$ cat config.mk
export PLATFORM = sky130hd
export DESIGN_NAME = isr_top
export DESIGN_NICKNAME = d
export VERILOG_FILES = /design/src/rtl/isr_top.v
export VERILOG_INCLUDE_DIRS = /design/src /design/src/rtl
export SDC_FILE = /design/constraint.sdc
export NUM_CORES = 1
export LEC_CHECK = 0
export BUFFER_PORTS_ARGS = -buffer_cell sky130_fd_sc_hd__buf_4
export CAP_MARGIN = 40
export CORE_UTILIZATION = 55
export DETAILED_ROUTE_END_ITERATION = 10
export HOLD_SLACK_MARGIN = 0.12
export PLACE_DENSITY_LB_ADDON = 0.1
export SYNTH_ARGS = -nofsm -noshare
export SYNTH_HDL_FRONTEND = slang
export SYNTH_SLANG_ARGS = --single-unit
$ cat constraint.sdc
create_clock -name i_clk -period 6.1 [get_ports i_clk]
set_input_delay 0.305 -clock i_clk [delete_from_list [all_inputs] [get_ports i_clk]]
set_output_delay 0.305 -clock i_clk [all_outputs]
set_load 0.02 [all_outputs]
$ cat src/rtl/isr_defs.vh
`ifndef ISR_DEFS_VH
`define ISR_DEFS_VH
`define ISR_IDX_PIXELS 4'h0
`define ISR_IDX_LINES 4'h1
`define ISR_IDX_DELAY 4'h2
`define ISR_IDX_BLANK 4'h3
`define ISR_IDX_MODE 4'h4
`define ISR_IDX_STATUS 4'h8
`define ISR_RST_PIXELS 12'h010
`define ISR_RST_LINES 12'h008
`define ISR_RST_DELAY 12'h000
`define ISR_RST_BLANK 12'h004
`define ISR_RST_MODE 12'h000
`define ISR_MODE_ONE_OUT 0
`define ISR_DLY_PV_LSB 0
`define ISR_DLY_END_LSB 4
`define ISR_DLY_CODE_OFS 4'h2
`define ISR_SR_LEN 13
`define ISR_TAP_AOUT_TWO 3
`define ISR_TAP_AOUT_ONE 4
`define ISR_TAP_ADC_TWO 7
`define ISR_TAP_ADC_ONE 8
`define ISR_UPLOAD_BITS 16
`endif

$ cat src/rtl/isr_top.v
// The register addresses and the APB register port were chosen for this implementation.
`include "isr_defs.vh"

module isr_top
(
  input wire i_clk,
  input wire i_reset,
  input wire i_line_adv,
  input wire i_frame_start,
  input wire i_par_sclk,
  input wire i_par_sdata,
  input wire i_par_load,
  input wire i_psel,
  input wire i_penable,
  input wire i_pwrite,
  input wire [11:0] i_paddr,
  input wire [31:0] i_pwdata,
  output reg [31:0] o_prdata,
  output reg o_pready,
  output reg o_pslverr,
  output reg o_pix_valid,
  output reg o_eol,
  output reg o_eof,
  output reg o_sample_signal,
  output reg o_sample_reset,
  output reg o_analog_output_a_valid,
  output reg o_analog_output_b_valid,
  output reg o_adc_clk,
  output reg o_adc_valid
);

  // ****************************************
  // states and helpers
  // ****************************************
  localparam [1:0] ST_IDLE = 2'b00;
  localparam [1:0] ST_HOLD = 2'b01;
  localparam [1:0] ST_BLANK = 2'b10;
  localparam [1:0] ST_READ = 2'b11;

  // delay setting to added clocks
  function [3:0] dly_amt;
    input [3:0] code;
    begin
      if (code > `ISR_DLY_CODE_OFS)
        dly_amt = code - `ISR_DLY_CODE_OFS;
      else
        dly_amt = 4'h0;
    end
  endfunction

  // pick a delayed copy of a raw marker
  function tap_sel;
    input raw;
    input [`ISR_SR_LEN-1:0] sr;
    input [3:0] amt;
    begin
      if (amt == 4'h0)
        tap_sel = raw;
      else
        tap_sel = sr[amt-4'h1];
    end
  endfunction

  // ****************************************
  // parameter registers
  // ****************************************
  reg [11:0] pixels_reg;
  reg [11:0] lines_reg;
  reg [11:0] delay_reg;
  reg [11:0] blank_reg;
  reg [11:0] mode_reg;
  reg [15:0] shift_reg;
  reg sclk_d_reg;
  reg load_d_reg;
  wire sclk_rise;
  wire load_rise;
  wire apb_wr;
  wire apb_rd;
  wire addr_ok;
  wire [3:0] apb_idx;
  reg [3:0] wr_idx;
  reg [11:0] wr_data;
  reg wr_en;

  assign sclk_rise = i_par_sclk & ~sclk_d_reg;
  assign load_rise = i_par_load & ~load_d_reg;
  assign apb_idx = i_paddr[5:2];
  assign addr_ok = (i_paddr[11:6] == 6'h00) && (i_paddr[1:0] == 2'b00);
  assign apb_wr = i_psel & i_penable & i_pwrite & ~o_pready;
  assign apb_rd = i_psel & i_penable & ~i_pwrite & ~o_pready;

  always @(posedge i_clk)
  begin
    if (i_reset)
    begin
      sclk_d_reg <= 1'b0;
      load_d_reg <= 1'b0;
      shift_reg <= 16'h0000;
    end
    else
    begin
      sclk_d_reg <= i_par_sclk;
      load_d_reg <= i_par_load;
      if (sclk_rise)
        shift_reg <= {shift_reg[14:0], i_par_sdata};
    end
  end

  // serial load wins over a bus write in the same cycle
  always @*
  begin
    wr_en = 1'b0;
    wr_idx = apb_idx;
    wr_data = i_pwdata[11:0];
    if (load_rise)
    begin
      wr_en = 1'b1;
      wr_idx = shift_reg[15:12];
      wr_data = shift_reg[11:0];
    end
    else if (apb_wr && addr_ok)
      wr_en = 1'b1;
  end

  always @(posedge i_clk)
  begin
    if (i_reset)
    begin
      pixels_reg <= `ISR_RST_PIXELS;
      lines_reg <= `ISR_RST_LINES;
      delay_reg <= `ISR_RST_DELAY;
      blank_reg <= `ISR_RST_BLANK;
      mode_reg <= `ISR_RST_MODE;
    end
    else if (wr_en)
    begin
      case (wr_idx)
        `ISR_IDX_PIXELS: pixels_reg <= wr_data;
        `ISR_IDX_LINES: lines_reg <= wr_data;
        `ISR_IDX_DELAY: delay_reg <= wr_data;
        `ISR_IDX_BLANK: blank_reg <= wr_data;
        `ISR_IDX_MODE: mode_reg <= wr_data;
        default: ;
      endcase
    end
  end

  // ****************************************
  // sequencer
  // ****************************************
  reg [1:0] state_reg;
  reg [11:0] cnt_reg;
  reg [11:0] line_cnt_reg;
  reg pv_raw_reg;
  reg pv_d_reg;
  reg eol_raw_reg;
  reg eof_raw_reg;
  reg last_line_reg;
  wire pv_fall;
  wire [11:0] half_blank;

  assign pv_fall = pv_d_reg & ~pv_raw_reg;
  assign half_blank = {1'b0, blank_reg[11:1]};

  always @(posedge i_clk)
  begin
    if (i_reset)
    begin
      state_reg <= ST_IDLE;
      cnt_reg <= 12'h000;
      line_cnt_reg <= 12'h000;
      pv_raw_reg <= 1'b0;
      last_line_reg <= 1'b0;
      o_sample_signal <= 1'b0;
      o_sample_reset <= 1'b0;
    end
    else if (i_frame_start)
    begin
      state_reg <= ST_IDLE;
      cnt_reg <= 12'h000;
      line_cnt_reg <= 12'h000;
      pv_raw_reg <= 1'b0;
      o_sample_signal <= 1'b0;
      o_sample_reset <= 1'b0;
    end
    else if (i_line_adv)
    begin
      state_reg <= ST_HOLD;
      cnt_reg <= 12'h000;
      pv_raw_reg <= 1'b0;
      o_sample_signal <= 1'b0;
      o_sample_reset <= 1'b0;
    end
    else
    begin
      case (state_reg)
        ST_IDLE: ;
        ST_HOLD:
        begin
          state_reg <= ST_BLANK;
          cnt_reg <= 12'h000;
          o_sample_signal <= 1'b1;
        end
        ST_BLANK:
        begin
          cnt_reg <= cnt_reg + 12'h001;
          o_sample_signal <= (cnt_reg + 12'h001) < half_blank;
          o_sample_reset <= (cnt_reg + 12'h001) >= half_blank;
          if (cnt_reg + 12'h001 >= blank_reg)
          begin
            state_reg <= ST_READ;
            cnt_reg <= 12'h000;
            o_sample_signal <= 1'b0;
            o_sample_reset <= 1'b0;
            pv_raw_reg <= 1'b1;
            line_cnt_reg <= line_cnt_reg + 12'h001;
            last_line_reg <= (line_cnt_reg + 12'h001) == lines_reg;
          end
        end
        ST_READ:
        begin
          cnt_reg <= cnt_reg + 12'h001;
          if (cnt_reg + 12'h001 >= pixels_reg)
          begin
            state_reg <= ST_IDLE;
            pv_raw_reg <= 1'b0;
          end
        end
        default: state_reg <= ST_IDLE;
      endcase
    end
  end

  always @(posedge i_clk)
  begin
    if (i_reset)
    begin
      pv_d_reg <= 1'b0;
      eol_raw_reg <= 1'b0;
      eof_raw_reg <= 1'b0;
    end
    else
    begin
      pv_d_reg <= pv_raw_reg;
      eol_raw_reg <= pv_fall;
      eof_raw_reg <= pv_fall & last_line_reg;
    end
  end

  // ****************************************
  // marker delay and output timing
  // ****************************************
  reg [`ISR_SR_LEN-1:0] pv_sr_reg;
  reg [`ISR_SR_LEN-1:0] eol_sr_reg;
  reg [`ISR_SR_LEN-1:0] eof_sr_reg;
  wire [3:0] pv_amt;
  wire [3:0] end_amt;
  wire one_out;

  assign pv_amt = dly_amt(delay_reg[`ISR_DLY_PV_LSB+3:`ISR_DLY_PV_LSB]);
  assign end_amt = dly_amt(delay_reg[`ISR_DLY_END_LSB+3:`ISR_DLY_END_LSB]);
  assign one_out = mode_reg[`ISR_MODE_ONE_OUT];

  always @(posedge i_clk)
  begin
    if (i_reset)
    begin
      pv_sr_reg <= {`ISR_SR_LEN{1'b0}};
      eol_sr_reg <= {`ISR_SR_LEN{1'b0}};
      eof_sr_reg <= {`ISR_SR_LEN{1'b0}};
      o_pix_valid <= 1'b0;
      o_eol <= 1'b0;
      o_eof <= 1'b0;
      o_analog_output_a_valid <= 1'b0;
      o_analog_output_b_valid <= 1'b0;
      o_adc_clk <= 1'b0;
      o_adc_valid <= 1'b0;
    end
    else
    begin
      pv_sr_reg <= {pv_sr_reg[`ISR_SR_LEN-2:0], pv_raw_reg};
      eol_sr_reg <= {eol_sr_reg[`ISR_SR_LEN-2:0], eol_raw_reg};
      eof_sr_reg <= {eof_sr_reg[`ISR_SR_LEN-2:0], eof_raw_reg};
      o_pix_valid <= tap_sel(pv_raw_reg, pv_sr_reg, pv_amt);
      o_eol <= tap_sel(eol_raw_reg, eol_sr_reg, end_amt);
      o_eof <= tap_sel(eof_raw_reg, eof_sr_reg, end_amt);
      if (one_out)
      begin
        o_analog_output_a_valid <= pv_sr_reg[`ISR_TAP_AOUT_ONE];
        o_analog_output_b_valid <= 1'b0;
        o_adc_valid <= pv_sr_reg[`ISR_TAP_ADC_ONE];
      end
      else
      begin
        o_analog_output_a_valid <= pv_sr_reg[`ISR_TAP_AOUT_TWO];
        o_analog_output_b_valid <= pv_sr_reg[`ISR_TAP_AOUT_TWO];
        o_adc_valid <= pv_sr_reg[`ISR_TAP_ADC_TWO];
      end
      o_adc_clk <= ~o_adc_clk;
    end
  end

  // ****************************************
  // bus slave
  // ****************************************
  always @(posedge i_clk)
  begin
    if (i_reset)
    begin
      o_pready <= 1'b0;
      o_pslverr <= 1'b0;
      o_prdata <= 32'h0000_0000;
    end
    else
    begin
      o_pready <= i_psel & i_penable & ~o_pready;
      o_pslverr <= (apb_wr | apb_rd) & ~addr_ok;
      o_prdata <= 32'h0000_0000;
      if (apb_rd && addr_ok)
      begin
        case (apb_idx)
          `ISR_IDX_PIXELS: o_prdata <= {20'h0_0000, pixels_reg};
          `ISR_IDX_LINES: o_prdata <= {20'h0_0000, lines_reg};
          `ISR_IDX_DELAY: o_prdata <= {20'h0_0000, delay_reg};
          `ISR_IDX_BLANK: o_prdata <= {20'h0_0000, blank_reg};
          `ISR_IDX_MODE: o_prdata <= {20'h0_0000, mode_reg};
          `ISR_IDX_STATUS: o_prdata <= {16'h0000, 2'b00, state_reg, line_cnt_reg};
          default: o_prdata <= 32'h0000_0000;
        endcase
      end
    end
  end

endmodule

==> results of run 1 <==
==> critical path: stages, from the launching register on <==
cell	delay, ns
dfxtp_1	0.49
ha_1	0.28
nand3_1	0.13
or2_2	0.37
nor3_1	0.24
xor2_1	0.34
ha_1	0.32
nand4_1	0.14
nor3_1	0.09
a31oi_2	0.63
a31o_2	0.46
o21ai_0	0.16
a21oi_1	0.15
==> through the flow <==
stage	total power, mW	util, %	instance area (um2)	instances	setup slack (ns)
2_1_floorplan	1.28	-	8730	996	2.71
5_1_grt	2.38	63.2	9680	1231	1.94
3_5_place_dp	1.32	59.5	9120	1196	2.27
6_report	2.30	63.2	9680	1231	2.22
3_3_place_gp	1.32	59.3	9090	1194	2.32
4_1_cts	2.32	63.2	9680	1231	2.23
==> power by group <==
part           total [mW]  switching (mW)  internal [mW]
Clock                1.01           0.468          0.538
Combinational       0.154          0.0998         0.0541
Sequential           1.14          0.0100           1.13
Total                2.30           0.578           1.73
==> cell families after synthesis <==
kind of cell | Yosys count | share of synthesized area [%]
compound gates | 181 | 14.6
xor+xnor | 36 | 3.64
fa+ha+maj | 48 | 6.93
buf+inv | 118 | 6.41
flops | 172 | 39.7
mux | 65 | 8.69
other cells | 1 | 0.0433
simple gates | 358 | 19.9
==> per-layer routing <==
metal	up-vias	global-route usage, %
li1	3458	-
met4	0	7.56
met5	-	0
met3	21	4.27
met1	3352	34.3
met2	185	43.7
==> layout make-up <==
| type | instances | share of cell area, % |
|---|---|---|
| clock inverter | 11 | 0.904 |
| inverter | 37 | 1.43 |
| timing repair buffer | 73 | 5.87 |
| tap | 211 | 2.73 |
| clock buffer | 21 | 4.65 |
| sequential | 172 | 35.6 |
| multi-input combinational | 706 | 48.9 |
==> placed cells by master (no fill, tap or decap), drive strengths merged, types with 11 or more instances in the layout <==
cell type	synthesis	routed
a211oi	23	23
a21oi	58	58
a222oi	24	24
buf	38	70
clkbuf	43	21
conb	1	18
dfxtp	172	172
ha	48	48
inv	37	41
mux2i	55	55
nand2	110	110
nand3	20	20
nand4	11	11
nor2	95	95
nor2b	51	51
nor3	14	14
o21ai	26	26
xnor2	26	26
==> path summary, 6_finish.rpt <==
kind / startpoint / end / depth (start not counted)
worst min register to register: o_adc_clk / o_adc_clk / 1
worst max register to register: cnt_reg[0] / cnt_reg[2] / 12
worst min-delay path: i_paddr[0] / o_pslverr / 3
worst max-delay path: cnt_reg[0] / cnt_reg[2] / 12
==> qor_table.md, run 1 <==
| Parameter | This run |
|---|---|
| Effective utilization at floorplan | 56.6% |
| Longest Clk Path Bufs | 2 |
| Number of flops mapped to enable cells by yosys | 0 |
| Remaining number of nets flagged by the antenna check after routing | 0 |
| Antenna violations before repair | 0 |
| Post-cts hold buffer count | 3 |
| Async set-or-reset flop fraction in the synthesized netlist | 0% |
| Die X | 128 um |
| Final global-route overflow total | 0 |
| Flip-flop and latch count after synthesis | 172 |
| Layout Nets | 1109 |
| Sequential cell area fraction in the yosys report | 39.7% |
| Sum of negative setup slack | 0 ns |
| Drt first-iter violations | 724 |
| Routed length on met2 | 9760 um |
| Highest signal layer in the routed design | met4 |
| Clock latency at the later pin of the worst-skew pair | 0.44 ns |
| Top-area cell type share of the netlist area | 39.7% |
| Synth area leaders | dfxtp_1 (40%), ha_1 (6.9%), mux2i_1 (6.4%), nand2_1 (4.8%), nor2_1 (4.1%) |
| Placeable core area | 15300 um2 |
| Critical setup path kind | reg -> reg |
| Data required, critical path | 6.47 ns |
| Number of setup violations in the final report | 0 |
| Endpoint kind of the worst setup timing path | flop |
| Pin count of the biggest net entering global routing | 54 |
| Crit start category | flop |
| Yosys top cell by area | dfxtp_1 |
| Clock root cell | clkbuf_16 |
| Total global routing track utilization | 26.0% |
| Met1 wire length | 9500 um |
| Main synth FF type | dfxtp_1 |
| Post-synthesis average cell area | 8.85 um2 |
| Count of cell types in the netlist | 64 |
| Number of H-tree branching levels | 4 |
| Ant. Diodes | 0 |
| CTS clk-pin slew, worst paths | 0.06 ns |
| Critical-path maximum fanout | 16 |
| CTS Sinks | 172 |
| Average wire length per cell after detail routing | 16.6 um |
| Total power density per cell area | 238 nW/um2 |
| FF+latch area | 3440 um2 |
| Residual DRC count | 0 |
| Period utilization | 63.6% |
| Filler instances | 1368 |
| Routability congestion estimate | 0.841 |
| Maximum frequency from static timing analysis | 258 MHz |
| Number of buffers created by CTS | 17 |
| Largest clock skew in the final design | 0.00881 ns |
| Slew at the pin with the worst max-slew slack | 0.904 ns |
| Detailed-route vias per instance | 5.70 |
| Share of layout cells above drive strength 1 | 11.9% |
| Flip-flop count of the largest register, all copies and words added | 16 |
| Metal3 WL | 974 um |
| Data arrival time of the critical path | 4.25 ns |
| Via count | 7016 |
| Drt pass-1 iters | 5 |
| Post-layout min period | 3.88 ns |
| Status | finished clean |
| Final routed wirelength across all metal layers | 20500 um |
| HPWL reported at the end of detailed placement | 14600 um |
| Post-CTS Repair Setup Buffers | 0 |
| Top Ports | 97 |
| Most common library cells after synthesis | dfxtp_1 (172), nand2_1 (110), nor2_1 (95) |
| Site row count | 45 |
| Die ar. | 16300 um2 |
| Port Buffer Count | 58 |
| Static leakage | 3.87 nW |
| R2R setup slack | 2.22 ns |
| Min-delay worst type | in -> reg |
| Unrepaired setup endpoints after global routing | no |
| Tightest slew margin relative to the limit | 39.5% |
| Cells after synthesis | 979 |
| Synth-to-layout area growth | 11.7% |
| Vias in the first global route | 6332 |
| Endpoints failing hold | 0 |
| Netlist area before placement | 8670 um2 |
| Largest vdd supply drop | 0.214 mV |
| Final hold slack | 0.153 ns |
| CTS tree | done |
| Post-CTS Resized | 0 |
| DIE HEIGHT | 128 um |
| Global-route wire length before repair | 32900 um |
| Number of warnings issued by yosys | 0 |
| Leading cell type by number of instances after synthesis | dfxtp_1 |
| MaxCap Viol Count | 0 |
| Area taken by multi-input logic gates | 4730 um2 |
| Final Slew Violations | 0 |
Power figures use the tool's default switching activity.
==> inputs of run 2 (changes only) <==
- CORE_UTILIZATION: 55 -> 53
- clock period: 6.1 -> 3.25 ns (I/O delays scaled with it)
==> qor_table.md, run 2 (synthesis gave the netlist of run 1 again) <==
| Parameter | This run | Change |
|---|---|---|
| Site row count | 46 | +2.2% |
| CTS tree | done |  |
| Final hold slack | 0.215 ns | +0.0618 ns |
| Pin count of the biggest net entering global routing | 59 | +9.3% |
| Drt first-iter violations | 558 | -23% |
| Top library cells by usage in the layout, fill and taps aside | dfxtp_1 (172), nand2_1 (110), nor2_1 (95), buf_4 (95), a21oi_1 (57) |  |
| Clock latency at the later pin of the worst-skew pair | 0.43 ns | about the same |
| Maximum frequency from static timing analysis | 323 MHz | +25% |
| HPWL reported at the end of detailed placement | 15100 um | +3.2% |
| CTS clk-pin slew, worst paths | 0.07 ns | about the same |
| Longest Clk Path Bufs | 2 | unchanged |
| Slowest cell on the critical path | a2111oi_4 |  |
| Routability congestion estimate | 0.818 | -2.7% |
| Critical setup path kind | reg -> reg |  |
| Layout Utilization | 63.4% | +0.19 points |
| Global-route wire length before repair | 33800 um | +2.7% |
| Drt pass-1 iters | 8 | +3 |
| Remaining number of nets flagged by the antenna check after routing | 0 | unchanged |
| Period utilization | 95.2% | +32 points |
| Min-delay worst type | in -> reg |  |
| DIE HEIGHT | 130 um | +1.8% |
| Data arrival time of the critical path | 3.40 ns | -0.85 ns |
| Reg2Reg Depth | 13 | +1 |
| Residual DRC count | 0 | unchanged |
| Critical path cell sequence | ha_1 > nand3_1 > or2_2 > nor3_2 > xor2_1 > ha_1 > nand4_1 > nor3_2 > a31oi_4 > buf_4 > a2111oi_4 > xnor2_1 > nor2_1 |  |
| Number of H-tree branching levels | 4 | unchanged |
| Top Ports | 97 | unchanged |
| Synth-to-layout area growth | 16.7% |  |
| Tightest slew margin relative to the limit | 49.3% | +9.8 points |
| Number of setup violations in the final report | 0 | unchanged |
| Total power density per cell area | 439 nW/um2 | +85% |
| Final global-route overflow total | 0 | unchanged |
| Clock root cell | clkbuf_16 |  |
| CTS Sinks | 172 | unchanged |
| Final Slew Violations | 0 | unchanged |
| Number of buffers created by CTS | 17 | unchanged |
| CP endpoint | line_cnt_reg[4] |  |
| Placeable core area | 15900 um2 | +4.1% |
| Critical-path maximum fanout | 8 | -8 |
| Status | finished clean |  |
| Antenna violations before repair | 0 | unchanged |
| Flip-flop count of the largest register, all copies and words added | 16 | unchanged |
| Largest vdd supply drop | 0.419 mV | +95% |
| Final routed wirelength across all metal layers | 21000 um | +2.3% |
| Vias in the first global route | 6597 | +4.2% |
| Slew at the pin with the worst max-slew slack | 0.759 ns | -0.145 ns |
| Average wire length per cell after detail routing | 16.5 um | -1.0% |
| Source of the worst register-to-register timing path | cnt_reg[0] |  |
| Via count | 7172 | +2.2% |
| Endpoint kind of the worst setup timing path | flop |  |
| Critical path startpoint | cnt_reg[0] |  |
| MaxCap Viol Count | 0 | unchanged |
| Die X | 130 um | +1.8% |
| Endpoints failing hold | 0 | unchanged |
| Crit start category | flop |  |
| Effective utilization at floorplan | 54.4% | -2.2 points |
| Detailed-route vias per instance | 5.64 | -1.1% |
| Die ar. | 16900 um2 | +3.7% |
| R2R setup slack | 0.15 ns | -2.07 ns |
| Post-layout min period | 3.10 ns | -0.782 ns |
| Largest clock skew in the final design | 0.00879 ns | -0.0000151 ns |
| Static leakage | 4.10 nW | +5.8% |
| Share of layout cells above drive strength 1 | 14.9% | +3.0 points |
| Layout Nets | 1145 | +3.2% |
| Total global routing track utilization | 26.0% | +0.090 points |
| Reg-to-Reg End | line_cnt_reg[4] |  |
| Most frequent standard cell in the layout excluding fill and tap cells | dfxtp_1 |  |
| Data required, critical path | 3.56 ns | -2.91 ns |
| Port Buffer Count | 58 | unchanged |
| Ant. Diodes | 0 | unchanged |
| Highest cell delay on the worst timing path | 0.36 ns | -0.27 ns |
-- run 2: changes by cell type in the layout (fill, tap and decap cells not counted), sizes merged --
cell | previous run | this run
buf | 70 | 98
bufinv | 0 | 1
clkbuf | 21 | 22
clkinv | 4 | 2
dlygate4sd3 | 3 | 11
-- run 2: metal layers --
| metal | vias to the layer above | routed length [um] | global-route usage, % |
|---|---|---|---|
| li1 | 3533 | - | - |
| met1 | 3397 | 9570 | 33.6 |
| met2 | 208 | 9930 | 43.6 |
| met3 | 34 | 1020 | 5.33 |
| met4 | 0 | 435 | 8.48 |
| met5 | - | 0 | 0 |
-- run 2: layout make-up --
cell class                      instances  area [um2]
Clock buffer                           22         474
Clock inverter                         10         105
Fill cell                            1355        5830
Inverter                               37         139
Multi-Input combinational cell        706        4810
Sequential cell                       172        3440
Tap cell                              216         270
Timing Repair Buffer                  109         873
-- run 2: worst min path at each step --
stage / from / end / slack (ns) / cells after the start
after floorplan: i_reset / pv_sr_reg[1] / 0.24 / 1
after global placement: i_par_load / load_d_reg / 0.40 / 2
after detailed placement: i_par_load / load_d_reg / 0.41 / 2
after CTS: i_pwdata[7] / mode_reg[7] / 0.21 / 5
after global routing: i_pwrite / o_prdata[12] / 0.23 / 4
final: i_pwdata[7] / mode_reg[7] / 0.21 / 5
-- run 2: what timing repair did --
action	4_1_cts	5_1_grt
gates resized for setup	4	10
hold buffers	11	0
setup endpoints to repair	24	16
hold endpoints to repair	22	0
pin swaps	2	4
buffers inserted	3	2
-- run 2: where the power goes --
group          switching (mW)  internal [mW]
clock network           0.864           1.13
logic                   0.191          0.111
registers              0.0184           2.13
-- run 2: stage by stage --
stage	instance area (um2)	worst slack (ns)	total power, mW	cells	TNS, ns
finish	10100	0.154	4.44	1272	0
global route	10100	-0.00245	4.60	1272	-0.00275
detailed placement	9320	-0.252	2.48	1224	-3.13
CTS	10100	0.0353	4.47	1270	0
floorplan	8740	0.0132	2.39	996	0
global placement	9250	-0.0620	2.47	1219	-0.226
-- run 2: critical path: cells and delay by family (launching register included) --
kind | cells | cell delay [ns]
simple gates | 6 | 1.10
compound gates | 2 | 0.55
fa+ha+maj | 2 | 0.49
flops | 1 | 0.35
xor+xnor | 2 | 0.26
buf+inv | 1 | 0.22
==> inputs of run 3 (changes only) <==
- CELL_PAD_IN_SITES_DETAIL_PLACEMENT: unset -> 0
- CELL_PAD_IN_SITES_GLOBAL_PLACEMENT: unset -> 2
- CORE_UTILIZATION: 53 -> 30
- GPL_TIMING_DRIVEN: unset -> 0
==> qor_table.md, run 3 (synthesis gave the netlist of run 1 again) <==
| Parameter | This run | Change |
|---|---|---|
| Number of H-tree branching levels | 4 | unchanged |
| Critical path startpoint | cnt_reg[0] |  |
| Crit start category | flop |  |
| Placeable core area | 28100 um2 | +76% |
| CP endpoint | line_cnt_reg[4] |  |
| Final global-route overflow total | 0 | unchanged |
| Effective utilization at floorplan | 30.9% | -24 points |
| HPWL reported at the end of detailed placement | 20000 um | +32% |
| Routability congestion estimate | 0.787 | -3.8% |
| Clock latency at the later pin of the worst-skew pair | 0.44 ns | about the same |
| Port Buffer Count | 58 | unchanged |
| Total global routing track utilization | 18.8% | -7.2 points |
| Top Ports | 97 | unchanged |
| Residual DRC count | 0 | unchanged |
| Pin count of the biggest net entering global routing | 18 | -69% |
| Highest cell delay on the worst timing path | 0.37 ns | about the same |
| Final setup slack of the worst path | 0.181 ns | +0.0269 ns |
| Maximum frequency from static timing analysis | 326 MHz | +0.88% |
| CTS tree | done |  |
| Source of the worst register-to-register timing path | cnt_reg[0] |  |
| Critical-path maximum fanout | 6 | -2 |
| Antenna violations before repair | 0 | unchanged |
| Synth-to-layout area growth | 22.8% |  |
| Clock root cell | clkbuf_16 |  |
| Layout Nets | 1200 | +4.8% |
| Slew at the pin with the worst max-slew slack | 0.711 ns | -0.0482 ns |
| Number of buffers created by CTS | 17 | unchanged |
| Static leakage | 4.27 nW | +4.2% |
| Most frequent standard cell in the layout excluding fill and tap cells | dfxtp_1 |  |
| Via count | 7270 | +1.4% |
| Drt first-iter violations | 563 | +0.90% |
| Tightest slew margin relative to the limit | 52.6% | +3.3 points |
| Total power density per cell area | 430 nW/um2 | -2.2% |
| Endpoint kind of the worst setup timing path | flop |  |
| Remaining number of nets flagged by the antenna check after routing | 0 | unchanged |
| Family with the most delay on the worst path | simple AND/OR/NAND/NOR gates |  |
| Longest Clk Path Bufs | 2 | unchanged |
| Die X | 172 um | +32% |
| Reg2Reg Depth | 13 | unchanged |
| Largest clock skew in the final design | 0.0126 ns | +0.00385 ns |
| Layout Utilization | 37.9% | -26 points |
| Global-route wire length before repair | 40900 um | +21% |
| CTS clk-pin slew, worst paths | 0.08 ns | about the same |
| Number of cells on the critical path | 13 | unchanged |
| Critical setup path kind | reg -> reg |  |
| Drt pass-1 iters | 6 | -2 |
| Reg-to-Reg End | line_cnt_reg[4] |  |
| Min-delay worst type | in -> reg |  |
| Post-layout min period | 3.07 ns | -0.0269 ns |
| Final routed wirelength across all metal layers | 27000 um | +29% |
| MaxCap Viol Count | 0 | unchanged |
| Status | finished clean |  |
| Buffers and inverters on the worst path | 2 | +1 |
| Share of layout cells above drive strength 1 | 16.6% | +1.7 points |
| Number of setup violations in the final report | 0 | unchanged |
| Site row count | 61 | +33% |
| Slowest cell on the critical path | dfxtp_4 |  |
| Data required, critical path | 3.56 ns | about the same |
| Vias in the first global route | 6888 | +4.4% |
| Endpoints failing hold | 0 | unchanged |
| Top library cells by usage in the layout, fill and taps aside | dfxtp_1 (169), nand2_1 (110), buf_4 (97), nor2_1 (94), a21oi_1 (57) |  |
| R2R setup slack | 0.18 ns | +0.03 ns |
| Depth of the worst hold-timing path | 4 | -1 |
| DIE HEIGHT | 172 um | +32% |
| Ant. Diodes | 0 | unchanged |
| CTS Sinks | 172 | unchanged |
| Largest vdd supply drop | 0.325 mV | -22% |
| Period utilization | 94.4% | -0.83 points |
| Die ar. | 29600 um2 | +75% |
| Critical path cell sequence | buf_4 > nand3_1 > nor2_1 > nand4_1 > xnor2_2 > ha_1 > nand4_1 > nor3_2 > a31oi_4 > buf_8 > a2111oi_4 > xnor2_1 > nor2_1 |  |
| Detailed-route vias per instance | 4.88 | -13% |
| Average wire length per cell after detail routing | 18.2 um | +10% |
| Data arrival time of the critical path | 3.38 ns | -0.02 ns |
| Worst slack at placement | -0.918 ns | -0.666 ns |
| Final Slew Violations | 0 | unchanged |
| Flip-flop count of the largest register, all copies and words added | 16 | unchanged |
## run 3: cell count changes in the layout (fill, tap and decap cells not counted), sizes merged
cell,delta
clkbuf,+39
inv,+5
clkinvlp,-2
buf,+13
## run 3: area by class of cell
class,instances,area [um2]
plain buffers,78,428
clock buffers,19,433
clock inverters,13,146
fillers,2955,17400
inverters,37,139
multi-input cells,706,4880
flip-flops and latches,172,3450
well taps,378,473
repair buffers,86,688
## run 3: worst min path at each step
stage | from | to | slack [ns]
2_1_floorplan | i_reset | pv_sr_reg[1] | 0.24
3_3_place_gp | i_par_load | load_d_reg | 0.40
3_5_place_dp | i_par_load | load_d_reg | 0.41
4_1_cts | i_pwrite | o_prdata[12] | 0.27
5_1_grt | i_pwrite | o_prdata[12] | 0.28
6_report | i_pwrite | o_prdata[13] | 0.26
## run 3: tightest hold or removal path: stages
cell    delay (ns)
buf_4         0.08
nor3_1        0.06
buf_2         0.17
and3_1        0.18
## run 3: what timing repair did
| item | 4_1_cts | 5_1_grt |
|---|---|---|
| hold buffers | 11 | 0 |
| setup buffers | 7 | 8 |
| gates resized for setup | 21 | 18 |
| setup endpoints to repair | 30 | 28 |
| cloned | 0 | 1 |
| hold endpoints to repair | 8 | 0 |
| pin swaps | 7 | 12 |
## run 3: metrics by stage
stage	instances	hold slack [ns]	setup TNS, ns	total power [mW]	cell area, um2
global route	1489	0.277	-0.000545	4.73	10600
CTS	1481	0.269	0	4.62	10500
finish	1489	0.265	0	4.57	10600
detailed placement	1433	0.408	-20.89	2.53	9650
floorplan	996	0.242	0	2.39	8740
global placement	1432	0.395	-21.08	2.53	9650
## run 3: where the power goes
part / internal (mW) / switching [mW]
clock network: 1.10 / 0.983
logic: 0.128 / 0.219
registers: 2.13 / 0.0229
total: 3.35 / 1.22
## run 3: layer usage
| layer | vias to the layer above | track usage [%] | share of wire (%) |
|---|---|---|---|
| met5 | - | 0 | 0 |
| met4 | 0 | 4.89 | 1.1 |
| met3 | 22 | 2.68 | 3.5 |
| met2 | 132 | 31.2 | 47 |
| met1 | 3470 | 25.4 | 48 |
| li1 | 3646 | - | - |
